==> config.mk <==
export PLATFORM = sky130hd
export DESIGN_NAME = flash_cmd_target
export DESIGN_NICKNAME = d
export VERILOG_FILES = /design/src/design/flash_proto_pkg.sv /design/src/design/serial_byte_rx.sv /design/src/design/serial_byte_tx.sv /design/src/design/flash_cmd_target.sv
export SDC_FILE = /design/constraint.sdc
export NUM_CORES = 1
export LEC_CHECK = 0
export BUFFER_PORTS_ARGS = -buffer_cell sky130_fd_sc_hd__buf_2
export CORE_AREA = 2 2 112 158
export CTS_CLUSTER_SIZE = 25
export DETAILED_ROUTE_END_ITERATION = 7
export DIE_AREA = 0 0 114 160
export GPL_ROUTABILITY_DRIVEN = 0
export PLACE_DENSITY = 0.79
export SYNTH_ARGS = -nofsm -noshare
export SYNTH_HDL_FRONTEND = slang
export SYNTH_SLANG_ARGS = --single-unit
==> constraint.sdc <==
create_clock -name ref_clk -period 4.1 [get_ports ref_clk]
set_clock_uncertainty 0.2 [all_clocks]
set_input_delay 0.41 -clock ref_clk [delete_from_list [all_inputs] [get_ports ref_clk]]
set_output_delay 0.41 -clock ref_clk [all_outputs]
set_load 0.02 [all_outputs]
==> src/design/flash_proto_pkg.sv <==
`default_nettype none
package flash_proto_pkg;
  localparam int unsigned SYS_CLK_HZ   = 100_000_000;
  localparam int unsigned SLOW_BPS     = 9_600;
  localparam int unsigned FAST_BPS     = 115_200;
  localparam int unsigned SLOW_DIV_CYC = SYS_CLK_HZ / SLOW_BPS;
  localparam int unsigned FAST_DIV_CYC = SYS_CLK_HZ / FAST_BPS;
  // frame bytes
  localparam logic [7:0] CMD_HDR   = 8'h01;
  localparam logic [7:0] DAT_HDR   = 8'h02;
  localparam logic [7:0] FOOT_LAST = 8'h03;
  localparam logic [7:0] FOOT_MORE = 8'h17;
  localparam logic [7:0] LEN_ZERO  = 8'h00;
  localparam logic [8:0] LEN_MAX   = 9'h100;
  localparam logic [7:0] SUM_INIT  = 8'h00;
  localparam logic [8:0] LEN_SIMPLE      = 9'h001;
  localparam logic [8:0] LEN_OSC         = 9'h005;
  localparam logic [8:0] LEN_BLOCK_ERASE = 9'h007;
  localparam logic [7:0] RESP_LEN_ST     = 8'h01;
  localparam logic [7:0] RESP_LEN_INFO   = 8'h02;
  localparam logic [7:0] INFO_RESET      = 8'h00;
  // command codes
  localparam logic [7:0] COM_STATUS      = 8'h70;
  localparam logic [7:0] COM_RESET       = 8'h00;
  localparam logic [7:0] COM_OSC         = 8'h90;
  localparam logic [7:0] COM_CHIP_ERASE  = 8'h20;
  localparam logic [7:0] COM_BLOCK_ERASE = 8'h22;
  localparam logic [7:0] COM_PROGRAM     = 8'h40;
  localparam logic [7:0] COM_VERIFY      = 8'h13;
  localparam logic [7:0] COM_BLANK       = 8'h32;
  localparam logic [7:0] COM_SECURITY    = 8'ha0;
  localparam logic [7:0] COM_VERSION     = 8'hc5;
  localparam logic [7:0] COM_CHECKSUM    = 8'hb0;
  // status codes
  localparam logic [7:0] ST_CMD_ERR     = 8'h04;
  localparam logic [7:0] ST_PARAM_ERR   = 8'h05;
  localparam logic [7:0] ST_ACK         = 8'h06;
  localparam logic [7:0] ST_SUM_ERR     = 8'h07;
  localparam logic [7:0] ST_PROTECT_ERR = 8'h10;
  localparam logic [7:0] ST_NACK        = 8'h15;
  localparam logic [7:0] ST_BUSY        = 8'hff;
endpackage : flash_proto_pkg
`default_nettype wire

==> src/design/serial_byte_rx.sv <==
`timescale 1ns/1ps
`default_nettype none
module serial_byte_rx (
  input  wire logic        ref_clk,
  input  wire logic        srst,
  input  wire logic        rxd,
  input  wire logic [15:0] div,
  output logic      [7:0]  byte_r,
  output logic             stb_r
);
  logic [1:0]  rxd_s;
  logic        busy_r;
  logic [15:0] cnt_r;
  logic [3:0]  bit_r;
  logic [7:0]  sh_r;

  always_ff @(posedge ref_clk) begin
    if (srst) rxd_s <= 2'b11;
    else rxd_s <= {rxd_s[0], rxd};
  end

  // 8 data bits lsb first, 1 stop bit, no parity
  always_ff @(posedge ref_clk) begin
    if (srst) begin
      busy_r <= 1'b0;
      cnt_r  <= 16'h0000;
      bit_r  <= 4'h0;
      sh_r   <= 8'h00;
      byte_r <= 8'h00;
      stb_r  <= 1'b0;
    end else begin
      stb_r <= 1'b0;
      if (!busy_r) begin
        if (!rxd_s[1]) begin
          busy_r <= 1'b1;
          cnt_r  <= {1'b0, div[15:1]};
          bit_r  <= 4'h0;
        end
      end else if (cnt_r != 16'h0000) begin
        cnt_r <= cnt_r - 16'h0001;
      end else begin
        cnt_r <= div - 16'h0001;
        bit_r <= bit_r + 4'h1;
        if (bit_r == 4'h0 && rxd_s[1]) begin
          busy_r <= 1'b0;
        end else if (bit_r == 4'h9) begin
          busy_r <= 1'b0;
          byte_r <= sh_r;
          stb_r  <= rxd_s[1];
        end else if (bit_r != 4'h0) begin
          sh_r <= {rxd_s[1], sh_r[7:1]};
        end
      end
    end
  end
endmodule : serial_byte_rx
`default_nettype wire

==> src/design/serial_byte_tx.sv <==
`timescale 1ns/1ps
`default_nettype none
module serial_byte_tx (
  input  wire logic        ref_clk,
  input  wire logic        srst,
  input  wire logic [15:0] div,
  input  wire logic [7:0]  data,
  input  wire logic        req,
  output logic             rdy,
  output logic             txd_r
);
  logic [9:0]  sh_r;
  logic [3:0]  left_r;
  logic [15:0] cnt_r;

  assign rdy = (left_r == 4'h0);

  // start, 8 bits lsb first, stop; one spare slot keeps the stop bit whole
  always_ff @(posedge ref_clk) begin
    if (srst) begin
      sh_r   <= 10'h3ff;
      left_r <= 4'h0;
      cnt_r  <= 16'h0000;
      txd_r  <= 1'b1;
    end else if (req && rdy) begin
      sh_r   <= {1'b1, data, 1'b0};
      left_r <= 4'hb;
      cnt_r  <= 16'h0000;
    end else if (left_r != 4'h0) begin
      if (cnt_r == 16'h0000) begin
        txd_r  <= sh_r[0];
        sh_r   <= {1'b1, sh_r[9:1]};
        left_r <= left_r - 4'h1;
        cnt_r  <= div - 16'h0001;
      end else begin
        cnt_r <= cnt_r - 16'h0001;
      end
    end
  end
endmodule : serial_byte_tx
`default_nettype wire

==> src/design/flash_cmd_target.sv <==
`timescale 1ns/1ps
`default_nettype none
module flash_cmd_target #(
  parameter int unsigned SLOW_DIV = flash_proto_pkg::SLOW_DIV_CYC,
  parameter int unsigned FAST_DIV = flash_proto_pkg::FAST_DIV_CYC
) (
  input  wire logic       ref_clk,
  input  wire logic       srst,
  input  wire logic       csi_sel,
  input  wire logic       rxd,
  output logic            txd,
  input  wire logic       serial_clk,
  input  wire logic       serial_in,
  output logic            serial_out_r,
  output logic            exec_start_r,
  output logic [7:0]      exec_code_r,
  output logic [7:0]      param_byte_r,
  output logic            param_valid_r,
  input  wire logic       exec_done,
  input  wire logic [7:0] exec_status,
  input  wire logic [7:0] exec_info,
  output logic            secure_r,
  output logic            fast_r
);
  import flash_proto_pkg::*;

  typedef enum logic [2:0] {P_HDR, P_LEN, P_BODY, P_SUM, P_FOOT} parse_type;
  typedef enum logic [1:0] {E_IDLE, E_DATA, E_RUN} exec_type;
  typedef enum logic [2:0] {T_IDLE, T_HDR, T_LEN, T_ST, T_INFO, T_SUM, T_FOOT} tx_type;

  if (SLOW_DIV < 4 || FAST_DIV < 4 || SLOW_DIV > 65535 || FAST_DIV > 65535) begin : g_bad
    $error("baud divisor out of range");
  end

  function automatic logic known_com(input logic [7:0] c);
    case (c)
      COM_STATUS, COM_RESET, COM_OSC:               known_com = 1'b1;
      COM_CHIP_ERASE, COM_BLOCK_ERASE, COM_PROGRAM: known_com = 1'b1;
      COM_VERIFY, COM_BLANK, COM_SECURITY:          known_com = 1'b1;
      COM_VERSION, COM_CHECKSUM:                    known_com = 1'b1;
      default:                                      known_com = 1'b0;
    endcase
  endfunction : known_com

  function automatic logic [8:0] fixed_len(input logic [7:0] c);
    case (c)
      COM_STATUS, COM_RESET, COM_CHIP_ERASE: fixed_len = LEN_SIMPLE;
      COM_OSC:                               fixed_len = LEN_OSC;
      COM_BLOCK_ERASE:                       fixed_len = LEN_BLOCK_ERASE;
      default:                               fixed_len = 9'h000;
    endcase
  endfunction : fixed_len

  function automatic logic needs_data(input logic [7:0] c);
    needs_data = (c == COM_PROGRAM) || (c == COM_VERIFY) || (c == COM_SECURITY);
  endfunction : needs_data

  logic [1:0]  sck_s;
  logic [1:0]  si_s;
  logic [1:0]  sel_s;
  logic        sck_prev_r;
  logic        csi_m;
  logic        sck_rise;
  logic        sck_fall;
  logic [7:0]  csi_rsh_r;
  logic [7:0]  csi_tsh_r;
  logic [7:0]  csi_byte_r;
  logic [2:0]  csi_cnt_r;
  logic        csi_stb_r;
  logic        csi_take;
  logic [15:0] div;
  logic [7:0]  uart_byte;
  logic        uart_stb;
  logic        uart_rdy;
  logic [7:0]  rx_byte;
  logic        rx_stb;
  logic        tx_req;
  logic        tx_take;
  logic [7:0]  tx_byte;
  logic [7:0]  tx_len;
  parse_type   p_state_r;
  logic        is_cmd_r;
  logic        first_r;
  logic [8:0]  len_r;
  logic [8:0]  remain_r;
  logic [7:0]  sum_r;
  logic        sum_ok_r;
  logic [7:0]  com_r;
  logic        foot_ok;
  logic        frame_fire;
  exec_type    e_state_r;
  logic [7:0]  last_st_r;
  logic [7:0]  info_r;
  logic        two_r;
  logic        reply_go_r;
  logic        res_set;
  logic [7:0]  res_val;
  logic        res_two;
  logic        go_exec;
  logic        go_data;
  logic        go_idle;
  logic        csi_query;
  logic        osc_ok;
  logic        done_ok;
  logic        fast_pend_r;
  tx_type      t_state_r;
  logic [7:0]  tsum_r;

  // pin synchronisers
  always_ff @(posedge ref_clk) begin
    if (srst) begin
      sck_s      <= 2'b11;
      si_s       <= 2'b00;
      sel_s      <= 2'b00;
      sck_prev_r <= 1'b1;
    end else begin
      sck_s      <= {sck_s[0], serial_clk};
      si_s       <= {si_s[0], serial_in};
      sel_s      <= {sel_s[0], csi_sel};
      sck_prev_r <= sck_s[1];
    end
  end

  assign csi_m    = sel_s[1];
  assign sck_rise = sck_s[1] & ~sck_prev_r;
  assign sck_fall = ~sck_s[1] & sck_prev_r;
  assign csi_take = csi_m & sck_rise & (csi_cnt_r == 3'h7);

  // three-wire receive, sampled on rising clock
  always_ff @(posedge ref_clk) begin
    if (srst) begin
      csi_rsh_r  <= 8'h00;
      csi_byte_r <= 8'h00;
      csi_cnt_r  <= 3'h0;
      csi_stb_r  <= 1'b0;
    end else begin
      csi_stb_r <= csi_take;
      if (csi_m && sck_rise) begin
        csi_rsh_r <= {csi_rsh_r[6:0], si_s[1]};
        csi_cnt_r <= csi_cnt_r + 3'h1;
        if (csi_cnt_r == 3'h7) csi_byte_r <= {csi_rsh_r[6:0], si_s[1]};
      end
    end
  end

  // three-wire transmit, shifted on falling clock; idle slots carry busy
  always_ff @(posedge ref_clk) begin
    if (srst) begin
      csi_tsh_r    <= ST_BUSY;
      serial_out_r <= 1'b1;
    end else begin
      if (csi_take) csi_tsh_r <= tx_req ? tx_byte : ST_BUSY;
      else if (csi_m && sck_fall && csi_cnt_r != 3'h0) csi_tsh_r <= {csi_tsh_r[6:0], 1'b0};
      serial_out_r <= csi_tsh_r[7];
    end
  end

  assign div = fast_r ? 16'(FAST_DIV) : 16'(SLOW_DIV);

  serial_byte_rx u_rx (
    .ref_clk (ref_clk),
    .srst    (srst),
    .rxd     (rxd),
    .div     (div),
    .byte_r  (uart_byte),
    .stb_r   (uart_stb)
  );

  serial_byte_tx u_tx (
    .ref_clk (ref_clk),
    .srst    (srst),
    .div     (div),
    .data    (tx_byte),
    .req     (tx_req & ~csi_m),
    .rdy     (uart_rdy),
    .txd_r   (txd)
  );

  assign rx_byte = csi_m ? csi_byte_r : uart_byte;
  assign rx_stb  = csi_m ? csi_stb_r : uart_stb;
  assign tx_take = tx_req & (csi_m ? csi_take : uart_rdy);

  // frame parser
  always_ff @(posedge ref_clk) begin
    if (srst) begin
      p_state_r     <= P_HDR;
      is_cmd_r      <= 1'b0;
      first_r       <= 1'b0;
      len_r         <= LEN_MAX;
      remain_r      <= LEN_MAX;
      sum_r         <= SUM_INIT;
      sum_ok_r      <= 1'b0;
      com_r         <= COM_RESET;
      param_byte_r  <= INFO_RESET;
      param_valid_r <= 1'b0;
    end else begin
      param_valid_r <= 1'b0;
      if (rx_stb) begin
        case (p_state_r)
          P_HDR: begin
            if (rx_byte == CMD_HDR || rx_byte == DAT_HDR) p_state_r <= P_LEN;
            is_cmd_r <= (rx_byte == CMD_HDR);
          end
          P_LEN: begin
            len_r     <= (rx_byte == LEN_ZERO) ? LEN_MAX : {1'b0, rx_byte};
            remain_r  <= (rx_byte == LEN_ZERO) ? LEN_MAX : {1'b0, rx_byte};
            sum_r     <= SUM_INIT - rx_byte;
            first_r   <= is_cmd_r;
            p_state_r <= P_BODY;
          end
          P_BODY: begin
            sum_r    <= sum_r - rx_byte;
            remain_r <= remain_r - 9'h001;
            if (first_r) begin
              com_r   <= rx_byte;
              first_r <= 1'b0;
            end else begin
              param_byte_r  <= rx_byte;
              param_valid_r <= 1'b1;
            end
            if (remain_r == 9'h001) p_state_r <= P_SUM;
          end
          P_SUM: begin
            sum_ok_r  <= (sum_r == rx_byte);
            p_state_r <= P_FOOT;
          end
          P_FOOT: p_state_r <= P_HDR;
          default: p_state_r <= P_HDR;
        endcase
      end
    end
  end

  assign foot_ok = is_cmd_r ? (rx_byte == FOOT_LAST) :
                   (rx_byte == FOOT_LAST || rx_byte == FOOT_MORE);
  assign frame_fire = rx_stb && p_state_r == P_FOOT && foot_ok;
  assign done_ok = exec_done && e_state_r == E_RUN && exec_status == ST_ACK;

  // command decode and result selection
  always_comb begin
    res_set   = 1'b0;
    res_val   = ST_ACK;
    res_two   = 1'b0;
    go_exec   = 1'b0;
    go_data   = 1'b0;
    go_idle   = 1'b0;
    csi_query = 1'b0;
    osc_ok    = 1'b0;
    if (frame_fire) begin
      if (!sum_ok_r) begin
        res_set = 1'b1;
        res_val = ST_SUM_ERR;
        go_idle = 1'b1;
      end else if (is_cmd_r) begin
        if (com_r == COM_STATUS && csi_m) begin
          csi_query = 1'b1;
        end else if (e_state_r != E_RUN) begin
          res_set = 1'b1;
          if (!known_com(com_r) || com_r == COM_STATUS) begin
            res_val = ST_CMD_ERR;
          end else if (fixed_len(com_r) != 9'h000 && len_r != fixed_len(com_r)) begin
            res_val = ST_PARAM_ERR;
          end else if (secure_r && (com_r == COM_BLOCK_ERASE || com_r == COM_PROGRAM)) begin
            res_val = ST_PROTECT_ERR;
          end else if (needs_data(com_r)) begin
            go_data = 1'b1;
          end else if (com_r == COM_OSC) begin
            osc_ok = 1'b1;
          end else if (com_r != COM_RESET) begin
            res_set = 1'b0;
            go_exec = 1'b1;
          end
        end
      end else if (e_state_r == E_DATA) begin
        if (rx_byte == FOOT_LAST) go_exec = 1'b1;
        else res_set = 1'b1;
      end else if (e_state_r == E_IDLE) begin
        res_set = 1'b1;
        res_val = ST_NACK;
      end
    end else if (exec_done && e_state_r == E_RUN) begin
      res_set = 1'b1;
      res_val = exec_status;
      res_two = done_ok && (exec_code_r == COM_VERSION || exec_code_r == COM_CHECKSUM);
      go_idle = 1'b1;
    end
  end

  always_ff @(posedge ref_clk) begin
    if (srst) begin
      e_state_r    <= E_IDLE;
      last_st_r    <= ST_ACK;
      info_r       <= INFO_RESET;
      two_r        <= 1'b0;
      reply_go_r   <= 1'b0;
      exec_start_r <= 1'b0;
      exec_code_r  <= COM_RESET;
    end else begin
      exec_start_r <= go_exec;
      reply_go_r   <= (res_set & ~csi_m) | csi_query;
      if (res_set) begin
        last_st_r <= res_val;
        two_r     <= res_two;
        info_r    <= exec_info;
      end else if (go_exec) begin
        last_st_r <= ST_BUSY;
      end
      if (go_exec && is_cmd_r) exec_code_r <= com_r;
      if (go_data) begin
        exec_code_r <= com_r;
        e_state_r   <= E_DATA;
      end else if (go_exec) begin
        e_state_r <= E_RUN;
      end else if (go_idle) begin
        e_state_r <= E_IDLE;
      end
    end
  end

  always_ff @(posedge ref_clk) begin
    if (srst) secure_r <= 1'b0;
    else if (done_ok && exec_code_r == COM_CHIP_ERASE) secure_r <= 1'b0;
    else if (done_ok && exec_code_r == COM_SECURITY) secure_r <= 1'b1;
  end

  // reply framer
  assign tx_req = (t_state_r != T_IDLE);
  assign tx_len = two_r ? RESP_LEN_INFO : RESP_LEN_ST;

  always_comb begin
    case (t_state_r)
      T_HDR:   tx_byte = DAT_HDR;
      T_LEN:   tx_byte = tx_len;
      T_ST:    tx_byte = last_st_r;
      T_INFO:  tx_byte = info_r;
      T_SUM:   tx_byte = tsum_r;
      T_FOOT:  tx_byte = FOOT_LAST;
      default: tx_byte = ST_BUSY;
    endcase
  end

  always_ff @(posedge ref_clk) begin
    if (srst) begin
      t_state_r <= T_IDLE;
      tsum_r    <= SUM_INIT;
    end else begin
      case (t_state_r)
        T_IDLE: if (reply_go_r) t_state_r <= T_HDR;
        T_HDR: if (tx_take) begin
          tsum_r    <= SUM_INIT;
          t_state_r <= T_LEN;
        end
        T_LEN: if (tx_take) begin
          tsum_r    <= tsum_r - tx_byte;
          t_state_r <= T_ST;
        end
        T_ST: if (tx_take) begin
          tsum_r    <= tsum_r - tx_byte;
          t_state_r <= two_r ? T_INFO : T_SUM;
        end
        T_INFO: if (tx_take) begin
          tsum_r    <= tsum_r - tx_byte;
          t_state_r <= T_SUM;
        end
        T_SUM: if (tx_take) t_state_r <= T_FOOT;
        T_FOOT: if (tx_take) t_state_r <= T_IDLE;
        default: t_state_r <= T_IDLE;
      endcase
    end
  end

  // rate switch once the oscillator reply has fully left the line
  always_ff @(posedge ref_clk) begin
    if (srst) begin
      fast_pend_r <= 1'b0;
      fast_r      <= 1'b0;
    end else if (osc_ok && !csi_m) begin
      fast_pend_r <= 1'b1;
    end else if (fast_pend_r && t_state_r == T_IDLE && !reply_go_r && uart_rdy) begin
      fast_pend_r <= 1'b0;
      fast_r      <= 1'b1;
    end
  end
endmodule : flash_cmd_target
`default_nettype wire

==> flow_summary.ini, run 1 <==
[synthesis]
synthCells = 1257
synth_ff_type = dfxtp_1
synth_area_um2 = 10300
syn-num-nets = 1313
async_flop_share_pct = 0
yosysSeqAreaShare_pct = 38.4
avgSynthCellArea_um2 = 8.18
synth_edf_count = 0
ys_types = 86
yosysMostFrequentCell = dfxtp_1
synth_area_leaders = dfxtp_1, nor2_1, nand2_1
synth_seq_cells = 197
synthTopCellsByCount = dfxtp_1, nor2_1, nand2_1
synth_top_area_cell = dfxtp_1
yosys_warnings = 0
synth_top_cell_area_share_pct = 38.4

[timing]
finalCriticalPeriod_ns = 3.60
setup_viol = 0
rsz0062_at_grt = false
tightest_slew_ns = 1.00
period_share_pct = 87.7
max_freq_ghz = 0.278
slew_headroom_pct = 32.5
fin_ws_ns = 0.502
whs_ns = 0.0305
final_max_slew_viol_count = 0
finalHoldViolCount = 0
fin_tns_setup_ns = 0

[outcome]
outcome = finished, final reports clean

[floorplan]
start_util_pct = 60.6
die_x_um = 114
fp.dieH_um = 160
num_io_pins = 45
core_um2 = 17000
dieArea_um2 = 18200
rows = 57

[power]
ir_drop_v = 0.000297
powerDensity_nw_per_um2 = 435
p_leak_nw = 4.06

[route]
drt_iter0_markers = 661
route.detailed.drc = 0
antenna_left = 0
num_vias = 9109
drt-pass1-iter-count = 5
routed_wl_um = 24300
viasPerCell = 6.12
wire_per_inst_um = 16.3

[placed_design]
dp.final_hpwl_um = 16700
io_buffers = 44
pre_cts_ws_ns = 0.583
dp_cells = 1453
placed_cell_area_um2 = 10600

[global_route]
grt_max_degree = 61
top_usage_layer = met2
track_usage_pct = 27.3
grt_antenna_before_repair = 0
first_global_vias = 8633
met3_usage_pct = 4.48
grt_pass1_wl_um = 41000
grtUsageMet1_pct = 34.0
globalRouteMet2Util_pct = 46.4
grt_overflow = 0

[clock_tree]
clock_latency_ns = 0.43
htree_levels = 4
cts_root_buf = clkbuf_16
cts_tree = done
cts_inserted_buffers = 17
clockBufferDepth = 2
clock-sinks = 197
cts.clk_slew.worst_paths_ns = 0.07

[layout]
drive_above_1_share_pct = 11.6
final_area_um2 = 11200
area_delta_synth_final_pct = 8.86
finalNetCount = 1325
final_cells = 1488
antennaDiodeCount = 0

[worst_setup_path]
critPathMaxFanout = 16
setup.worst_path.start_class = flip-flop
crit_type = flip-flop to flip-flop
end_kind = flip-flop
crit_required_ns = 4.25
cp.arrival_ns = 3.75
r2r_start = sel_s[1]
startpoint = sel_s[1]

[hold_path]
hold_class = input port to flip-flop
holdCritStartpoint = exec_info[7]

[job]
drv_cap = 0
[routing by layer]
| layer | share of wire (%) | wire, µm | vias to the layer above |
|---|---|---|---|
| met3 | 3.7 | 906 | 58 |
| met2 | 50 | 12100 | 231 |
| li1 | - | - | 4523 |
| met1 | 44 | 10600 | 4297 |
| met4 | 2.8 | 691 | 0 |
| met5 | 0 | 0 | - |
[cell usage in the layout, fill, tap and decap left out, types with 8 or more instances in the layout]
cell type,count
inv_1,40
mux2_2,16
o21ai_0,77
dfxtp_1,197
xor2_1,9
a31oi_1,9
and2_1,12
buf_2,43
mux2i_1,44
or3_1,11
xnor2_1,18
buf_4,26
o211ai_1,10
a21oi_1,94
nand3_1,30
nand2_1,132
clkbuf_16,17
nor3b_1,8
or2_2,8
a22oi_1,8
ha_1,31
nor2_1,157
nor4_1,22
a211oi_1,46
nor2b_1,20
nor3_1,37
nand4_1,9
a32oi_1,9
[state kept, by name (all words and copies together), names as in the netlist, 8 cells and up]
name,cells
csi_byte_r,8
u_rx.byte_r,8
sum_r,8
u_tx.cnt_r,16
u_tx.sh_r,9
len_r,9
u_rx.sh_r,8
last_st_r,8
param_byte_r,8
remain_r,9
tsum_r,8
csi_tsh_r,8
u_rx.cnt_r,16
exec_code_r,8
com_r,8
info_r,8
[critical path: stages, from the launching register on]
cell and delay (ns):
dfxtp_1 0.71, mux2i_1 0.16, buf_4 0.19, inv_1 0.16, ha_1 0.21, inv_1 0.07
a2111oi_4 0.29, nand2_1 0.10, o2bb2ai_1 0.33, nor4b_4 0.67, o21ai_0 0.21, a21oi_1 0.20
[report_power, final]
part / internal [W] / total, W / switching (W)
clock network: 0.000874 / 0.00166 / 0.000783
registers: 0.00199 / 0.00208 / 0.0000833
logic: 0.000420 / 0.00113 / 0.000711
[logic make-up after synthesis]
logic type	Yosys count	share of synthesized area (%)
mux	60	6.04
compound gates	311	19.5
flops	197	38.4
simple gates	509	24.6
xor+xnor	27	2.30
fa+ha+maj	33	4.16
buf+inv	120	5.04
[area by class of cell]
type | count | area [µm²]
clock buffers | 19 | 443
clock inverters | 13 | 134
fillers | 1412 | 5780
inverters | 41 | 154
multi-input cells | 940 | 5820
flip-flops and latches | 197 | 3940
well taps | 206 | 258
repair buffers | 72 | 440
[stage by stage]
stage | power (W) | utilization [%]
after floorplan | 0.00299 | -
after global placement | 0.00322 | 62.4
after detailed placement | 0.00324 | 62.4
after CTS | 0.00487 | 65.9
after global routing | 0.00512 | 65.9
final | 0.00486 | 65.9
[final timing paths]
path,to,slack [ns],depth (start not counted)
worst max-delay path,info_r[3],0.50,11
worst min-delay path,info_r[7],0.03,3
worst min register to register,sck_s[1],0.22,1
worst max register to register,info_r[3],0.50,11
[timing repair]
action / in CTS / in global routing
endpoints found under the hold margin: 3 / 0
hold buffers: 3 / 0
setup buffers: 0 / 0
endpoints found under the setup margin: 0 / 0
resized for setup: 0 / 0
Note: power is estimated with default switching activity, not from simulation.
==> run 2: changes to the inputs <==
- CORE_AREA: 2 2 112 158 -> 2 2 116 163
- DIE_AREA: 0 0 114 160 -> 0 0 118 165
- PLACE_DENSITY: 0.79 -> 0.8
- SYNTH_HIERARCHICAL: default -> 1
==> run 2 against run 1 <==
Synthesized cell count rose by 9.3%. Non-clock buffer count increased by 4. Register-to-register slack worse by 0.10 ns. Via count increased by 13%. Area after synthesis up 8.3%. Global-route usage up 0.29 points. Total power grew 7.1%. Maximum frequency fell by 2.7%. Utilization increased by 2.9 points. Cell count up 14%. Setup slack got worse by 0.10 ns. Critical endpoint is now info_r[0]. Largest cell class unchanged.
==> flow_summary.ini, run 2 <==
[power]
p_int_w = 0.00344
p_sw_w = 0.00177
p_leak_nw = 4.73
seq_power_share_pct = 40.5
power_w = 0.00521
p_clk_share_pct = 31.8
combPwrFrac_pct = 27.8
powerDensity_nw_per_um2 = 422
ir_drop_v = 0.000281
swShare_pct = 33.9

[route]
viasPerCell = 6.04
routed_wl_um = 26800
antenna_left = 0
wire_per_inst_um = 15.8
num_vias = 10300
route.detailed.drc = 0
drt_iter0_markers = 741
drt-pass1-iter-count = 7

[clock_tree]
cts_root_buf = clkbuf_16
clock_latency_ns = 0.44
htree_levels = 4
cts_inserted_buffers = 17
clockBufferDepth = 2
cts_tree = done
clock-sinks = 197
cts.clk_slew.worst_paths_ns = 0.07

[timing]
rsz0062_at_grt = false
max_freq_ghz = 0.270
final_max_slew_viol_count = 0
finalHoldViolCount = 0
tightest_slew_ns = 1.05
finalCriticalPeriod_ns = 3.70
whs_ns = 0.0181
slew_headroom_pct = 29.6
fin_ws_ns = 0.401
fin_tns_setup_ns = 0
setup_viol = 0
period_share_pct = 90.2

[floorplan]
fp.dieH_um = 165
start_util_pct = 62.1
rows = 58
die_x_um = 118
dieArea_um2 = 19500
num_io_pins = 45
core_um2 = 17900

[layout]
drive_above_1_share_pct = 11.3
post-route-util_pct = 68.9
reg_top3 = u_rx/cnt_r: 16 flops, u_tx/cnt_r: 16 flops
area_delta_synth_final_pct = 10.9
finalNetCount = 1501
layout_commonest_cell = dfxtp_1
antennaDiodeCount = 0
final_cell_mix = dfxtp_1, nor2_1, nand2_1

[synthesis]
synth_top_area_cell = dfxtp_1
synth_top_cell_area_share_pct = 35.4
synth_area_leaders = dfxtp_1, nor2_1, a21oi_1
yosysMostFrequentCell = dfxtp_1
synth_area_um2 = 11100
synthCells = 1374
ys_types = 96
synthTopCellsByCount = dfxtp_1, nor2_1, nand2_1
synth_ff_type = dfxtp_1
yosysSeqAreaShare_pct = 35.4
synth_edf_count = 0
synth_seq_cells = 197
async_flop_share_pct = 0
yosys_warnings = 6
avgSynthCellArea_um2 = 8.10

[worst_setup_path]
crit_cells = 9
startpoint = sel_s[1]
path_cells = mux2i_1, inv_1, ha_1, and4b_1, o2111ai_2, nand2_1, a31oi_4, mux2i_1, nor2_1
critical_path.top_delay_family = flip-flops
ff2ff_path_depth = 9
crit_type = flip-flop to flip-flop
endpoint = info_r[0]
crit_required_ns = 4.22
slowest_stage = dfxtp_1
setup.worst_path.start_class = flip-flop
crit_path_frequent_cell = mux2i_1
end_kind = flip-flop
critPathMaxFanout = 21
cp_slowest_stage_delay_ns = 0.92
cp.arrival_ns = 3.82
r2r_start = sel_s[1]
critPathBufInv = 1
worst_r2r_endpoint = info_r[0]
r2r_slack_ns = 0.40

[global_route]
grt_antenna_before_repair = 0
grt_max_degree = 121
grt_overflow = 0
track_usage_pct = 27.6
grt_pass1_wl_um = 44800
first_global_vias = 9483

[placed_design]
pre_cts_ws_ns = 0.462
dp.final_hpwl_um = 17700
io_buffers = 44

[hold_path]
hold_class = input port to flip-flop

[outcome]
outcome = finished, final reports clean

[job]
drv_cap = 0
-- run 2: cell types whose count changed after synthesis, sizes merged, moves of 10 or more --
cell,previous run,this run
nor2,158,175
mux2i,44,59
inv,40,50
nor3,37,51
nand2,133,143
nand4,9,22
a31oi,9,25
o21ai,78,55
a21oi,94,123
buf,16,26
-- run 2: logic make-up after synthesis --
| logic type | share of synthesized area (%) |
|---|---|
| compound gates | 21.7 |
| xor+xnor | 2.12 |
| other cells | 0.0675 |
| buf+inv | 5.24 |
| mux | 6.01 |
| fa+ha+maj | 3.62 |
| simple gates | 25.8 |
| flops | 35.4 |
-- run 2: worst min path at each step --
| stage | slack (ns) | startpoint | endpoint | cells after the start |
|---|---|---|---|---|
| after detailed placement | 0.20 | u_rx/rxd_s[0] | u_rx/rxd_s[1] | 1 |
| after global routing | 0.04 | exec_info[3] | info_r[3] | 3 |
| after global placement | 0.19 | u_rx/rxd_s[0] | u_rx/rxd_s[1] | 1 |
| after CTS | 0.007 | exec_info[3] | info_r[3] | 3 |
| final | 0.02 | exec_info[3] | info_r[3] | 3 |
| after floorplan | 0.19 | sck_s[0] | sck_s[1] | 1 |
-- run 2: power groups by stage --
stage	Sequential, W	Combinational, W	Clock, W
3_5_place_dp	0.00214	0.00139	0
5_1_grt	0.00212	0.00159	0.00174
6_report	0.00211	0.00145	0.00165
4_1_cts	0.00210	0.00142	0.00167
2_1_floorplan	0.00212	0.00117	0
3_3_place_gp	0.00214	0.00135	0
-- run 2: area by class of cell --
| class | instances | area [µm²] |
|---|---|---|
| tap | 240 | 300 |
| inverter | 50 | 188 |
| clock inverter | 12 | 119 |
| clock buffer | 20 | 457 |
| fill | 1514 | 5580 |
| sequential | 197 | 3940 |
| multi-input combinational | 1105 | 6830 |
| timing repair buffer | 76 | 507 |
-- run 2: routing by layer --
layer	global-route usage [%]	part of all wire (%)	vias up
li1	-	-	5086
met1	32.9	43	4871
met2	49.8	51	254
met3	3.80	3.2	63
met4	11.6	2.8	0
met5	0	0	-
-- run 2: repair_timing --
action                    4_1_cts  5_1_grt
buffers inserted                0        0
gates resized for setup         0        0
hold buffers                   11        0
hold endpoints to repair       11        0
-- run 2: worst reg2reg max path: cells and delay by family (launching register included) --
| kind | cells | cell delay (ns) |
|---|---|---|
| AO/OA/AOI/OAI | 2 | 0.69 |
| adder cells (fa/ha/maj) | 1 | 0.25 |
| buffers and inverters | 1 | 0.23 |
| flip-flops | 1 | 0.92 |
| multiplexers | 2 | 0.82 |
| AND/OR/NAND/NOR | 3 | 0.49 |
-- run 2: through the flow --
| stage | cell area (µm²) | cells |
|---|---|---|
| after floorplan | 11300 | 1432 |
| after global placement | 11700 | 1657 |
| after detailed placement | 11700 | 1657 |
| after CTS | 12300 | 1700 |
| after global routing | 12300 | 1700 |
| final | 12300 | 1700 |
==> run 3: changes to the inputs <==
- CORE_AREA: 2 2 116 163 -> 2 2 136 138
- DIE_AREA: 0 0 118 165 -> 0 0 138 140
==> run 3 against run 2 <==
Cell count shrank 1.0%. First-iteration DRC count is 20% higher. Die area down 0.77%. Clock-buffer cell count shrank 1. Routed wire length fell by 1.1%. Critical path depth up 2. Maximum frequency is 4.8% higher. Sequential power about the same. Design area decreased by 0.19%. Sequential share of layout area rose by 0.061 points.
==> flow_summary.ini, run 3 (same netlist as run 2, synthesis figures left out) <==
[outcome]
outcome = finished, final reports clean

[route]
viasPerCell = 6.09
wire_per_inst_um = 15.8
drt_iter0_markers = 886
route.detailed.drc = 0
num_vias = 10300
antenna_left = 0
drt-pass1-iter-count = 6
routed_wl_um = 26500

[clock_tree]
clock_latency_ns = 0.44
cts.clk_slew.worst_paths_ns = 0.07
cts_tree = done
cts_root_buf = clkbuf_16
cts_inserted_buffers = 17
htree_levels = 4
clockBufferDepth = 2
ctsResizeCount = 0
clock-sinks = 197

[power]
swShare_pct = 33.1
ir_drop_v = 0.000428
seq_power_share_pct = 39.6
combPwrFrac_pct = 26.8
powerDensity_nw_per_um2 = 432
p_int_w = 0.00356
p_clk_share_pct = 33.6
power_w = 0.00532
p_sw_w = 0.00176
p_leak_nw = 4.72

[global_route]
track_usage_pct = 27.3
grt_max_degree = 107
first_global_vias = 9358
grt_antenna_before_repair = 0
grt_pass1_wl_um = 44900
grt_overflow = 0

[layout]
final_cell_mix = dfxtp_1, nor2_1, nand2_1
finalNetCount = 1495
area_delta_synth_final_pct = 10.7
drive_above_1_share_pct = 11.3
reg_top3 = u_rx/cnt_r: 16 flops, u_tx/cnt_r: 16 flops
antennaDiodeCount = 0
layout_commonest_cell = dfxtp_1
post-route-util_pct = 69.3

[floorplan]
die_x_um = 138
core_um2 = 17800
rows = 49
num_io_pins = 45
fp.dieH_um = 140
dieArea_um2 = 19300
start_util_pct = 62.6

[timing]
whs_ns = 0.00809
rsz0062_at_grt = false
final_max_slew_viol_count = 0
period_share_pct = 86.1
fin_tns_setup_ns = 0
slew_headroom_pct = 30.4
finalCriticalPeriod_ns = 3.53
setup_viol = 0
max_freq_ghz = 0.283
tightest_slew_ns = 1.04
finalHoldViolCount = 0

[worst_setup_path]
crit_type = flip-flop to flip-flop
cp.arrival_ns = 3.64
end_kind = flip-flop
r2r_slack_ns = 0.57
critPathMaxFanout = 25
setup.worst_path.start_class = flip-flop
crit_required_ns = 4.21

[job]
drv_cap = 0

[hold_path]
hold_class = input port to flip-flop

[placed_design]
io_buffers = 44
dp.final_hpwl_um = 17400
[run 3: power groups by stage]
stage               sequential (W)  combinational, W  clock [W]
global route               0.00212           0.00158    0.00189
CTS                        0.00210           0.00140    0.00181
floorplan                  0.00212           0.00117          0
detailed placement         0.00214           0.00139          0
global placement           0.00214           0.00136          0
finish                     0.00211           0.00143    0.00179
[run 3: layout make-up]
class,count,area (µm²)
clock inverters,13,170
flip-flops and latches,197,3940
multi-input cells,1105,6830
repair buffers,70,449
clock buffers,19,453
inverters,50,188
fillers,1455,5460
well taps,229,287
[run 3: routing by layer]
layer | vias up | part of all wire, % | track usage, %
met5 | - | 0 | 0
met4 | 0 | 1.5 | 9.51
met3 | 43 | 5.1 | 4.58
met2 | 311 | 48 | 45.3
met1 | 4840 | 46 | 36.4
li1 | 5056 | - | -
[run 3: what timing repair did]
| action | 4_1_cts | 5_1_grt |
|---|---|---|
| hold buffers | 5 | 1 |
| hold endpoints to repair | 5 | 1 |
| setup buffers | 0 | 0 |
[run 3: worst max-delay path, stage by stage, from the launching register on]
cell      delay, ns
dfxtp_1        0.81
mux2_2         0.41
o21ai_0        0.48
ha_1           0.32
nor2b_1        0.12
o21ai_0        0.21
a21boi_0       0.15
o21ai_0        0.21
nor2b_1        0.20
xnor2_1        0.08
a22oi_1        0.16
nor2_1         0.06
[run 3: path summary, 6_finish.rpt]
| kind | endpoint | start | cells after the start |
|---|---|---|---|
| max | tsum_r[5] | t_state_r[0] | 11 |
| min | info_r[4] | exec_info[4] | 3 |
| max reg2reg | tsum_r[5] | t_state_r[0] | 11 |
| min reg2reg | u_rx/rxd_s[1] | u_rx/rxd_s[0] | 1 |
[run 3: stage by stage]
| step | std cells | worst slack (ns) | cell area, µm² |
|---|---|---|---|
| 3_3_place_gp | 1645 | 0.760 | 11600 |
| 2_1_floorplan | 1432 | 0.524 | 11300 |
| 3_5_place_dp | 1645 | 0.664 | 11600 |
| 4_1_cts | 1682 | 0.635 | 12300 |
| 5_1_grt | 1683 | 0.329 | 12300 |
| 6_report | 1683 | 0.570 | 12300 |
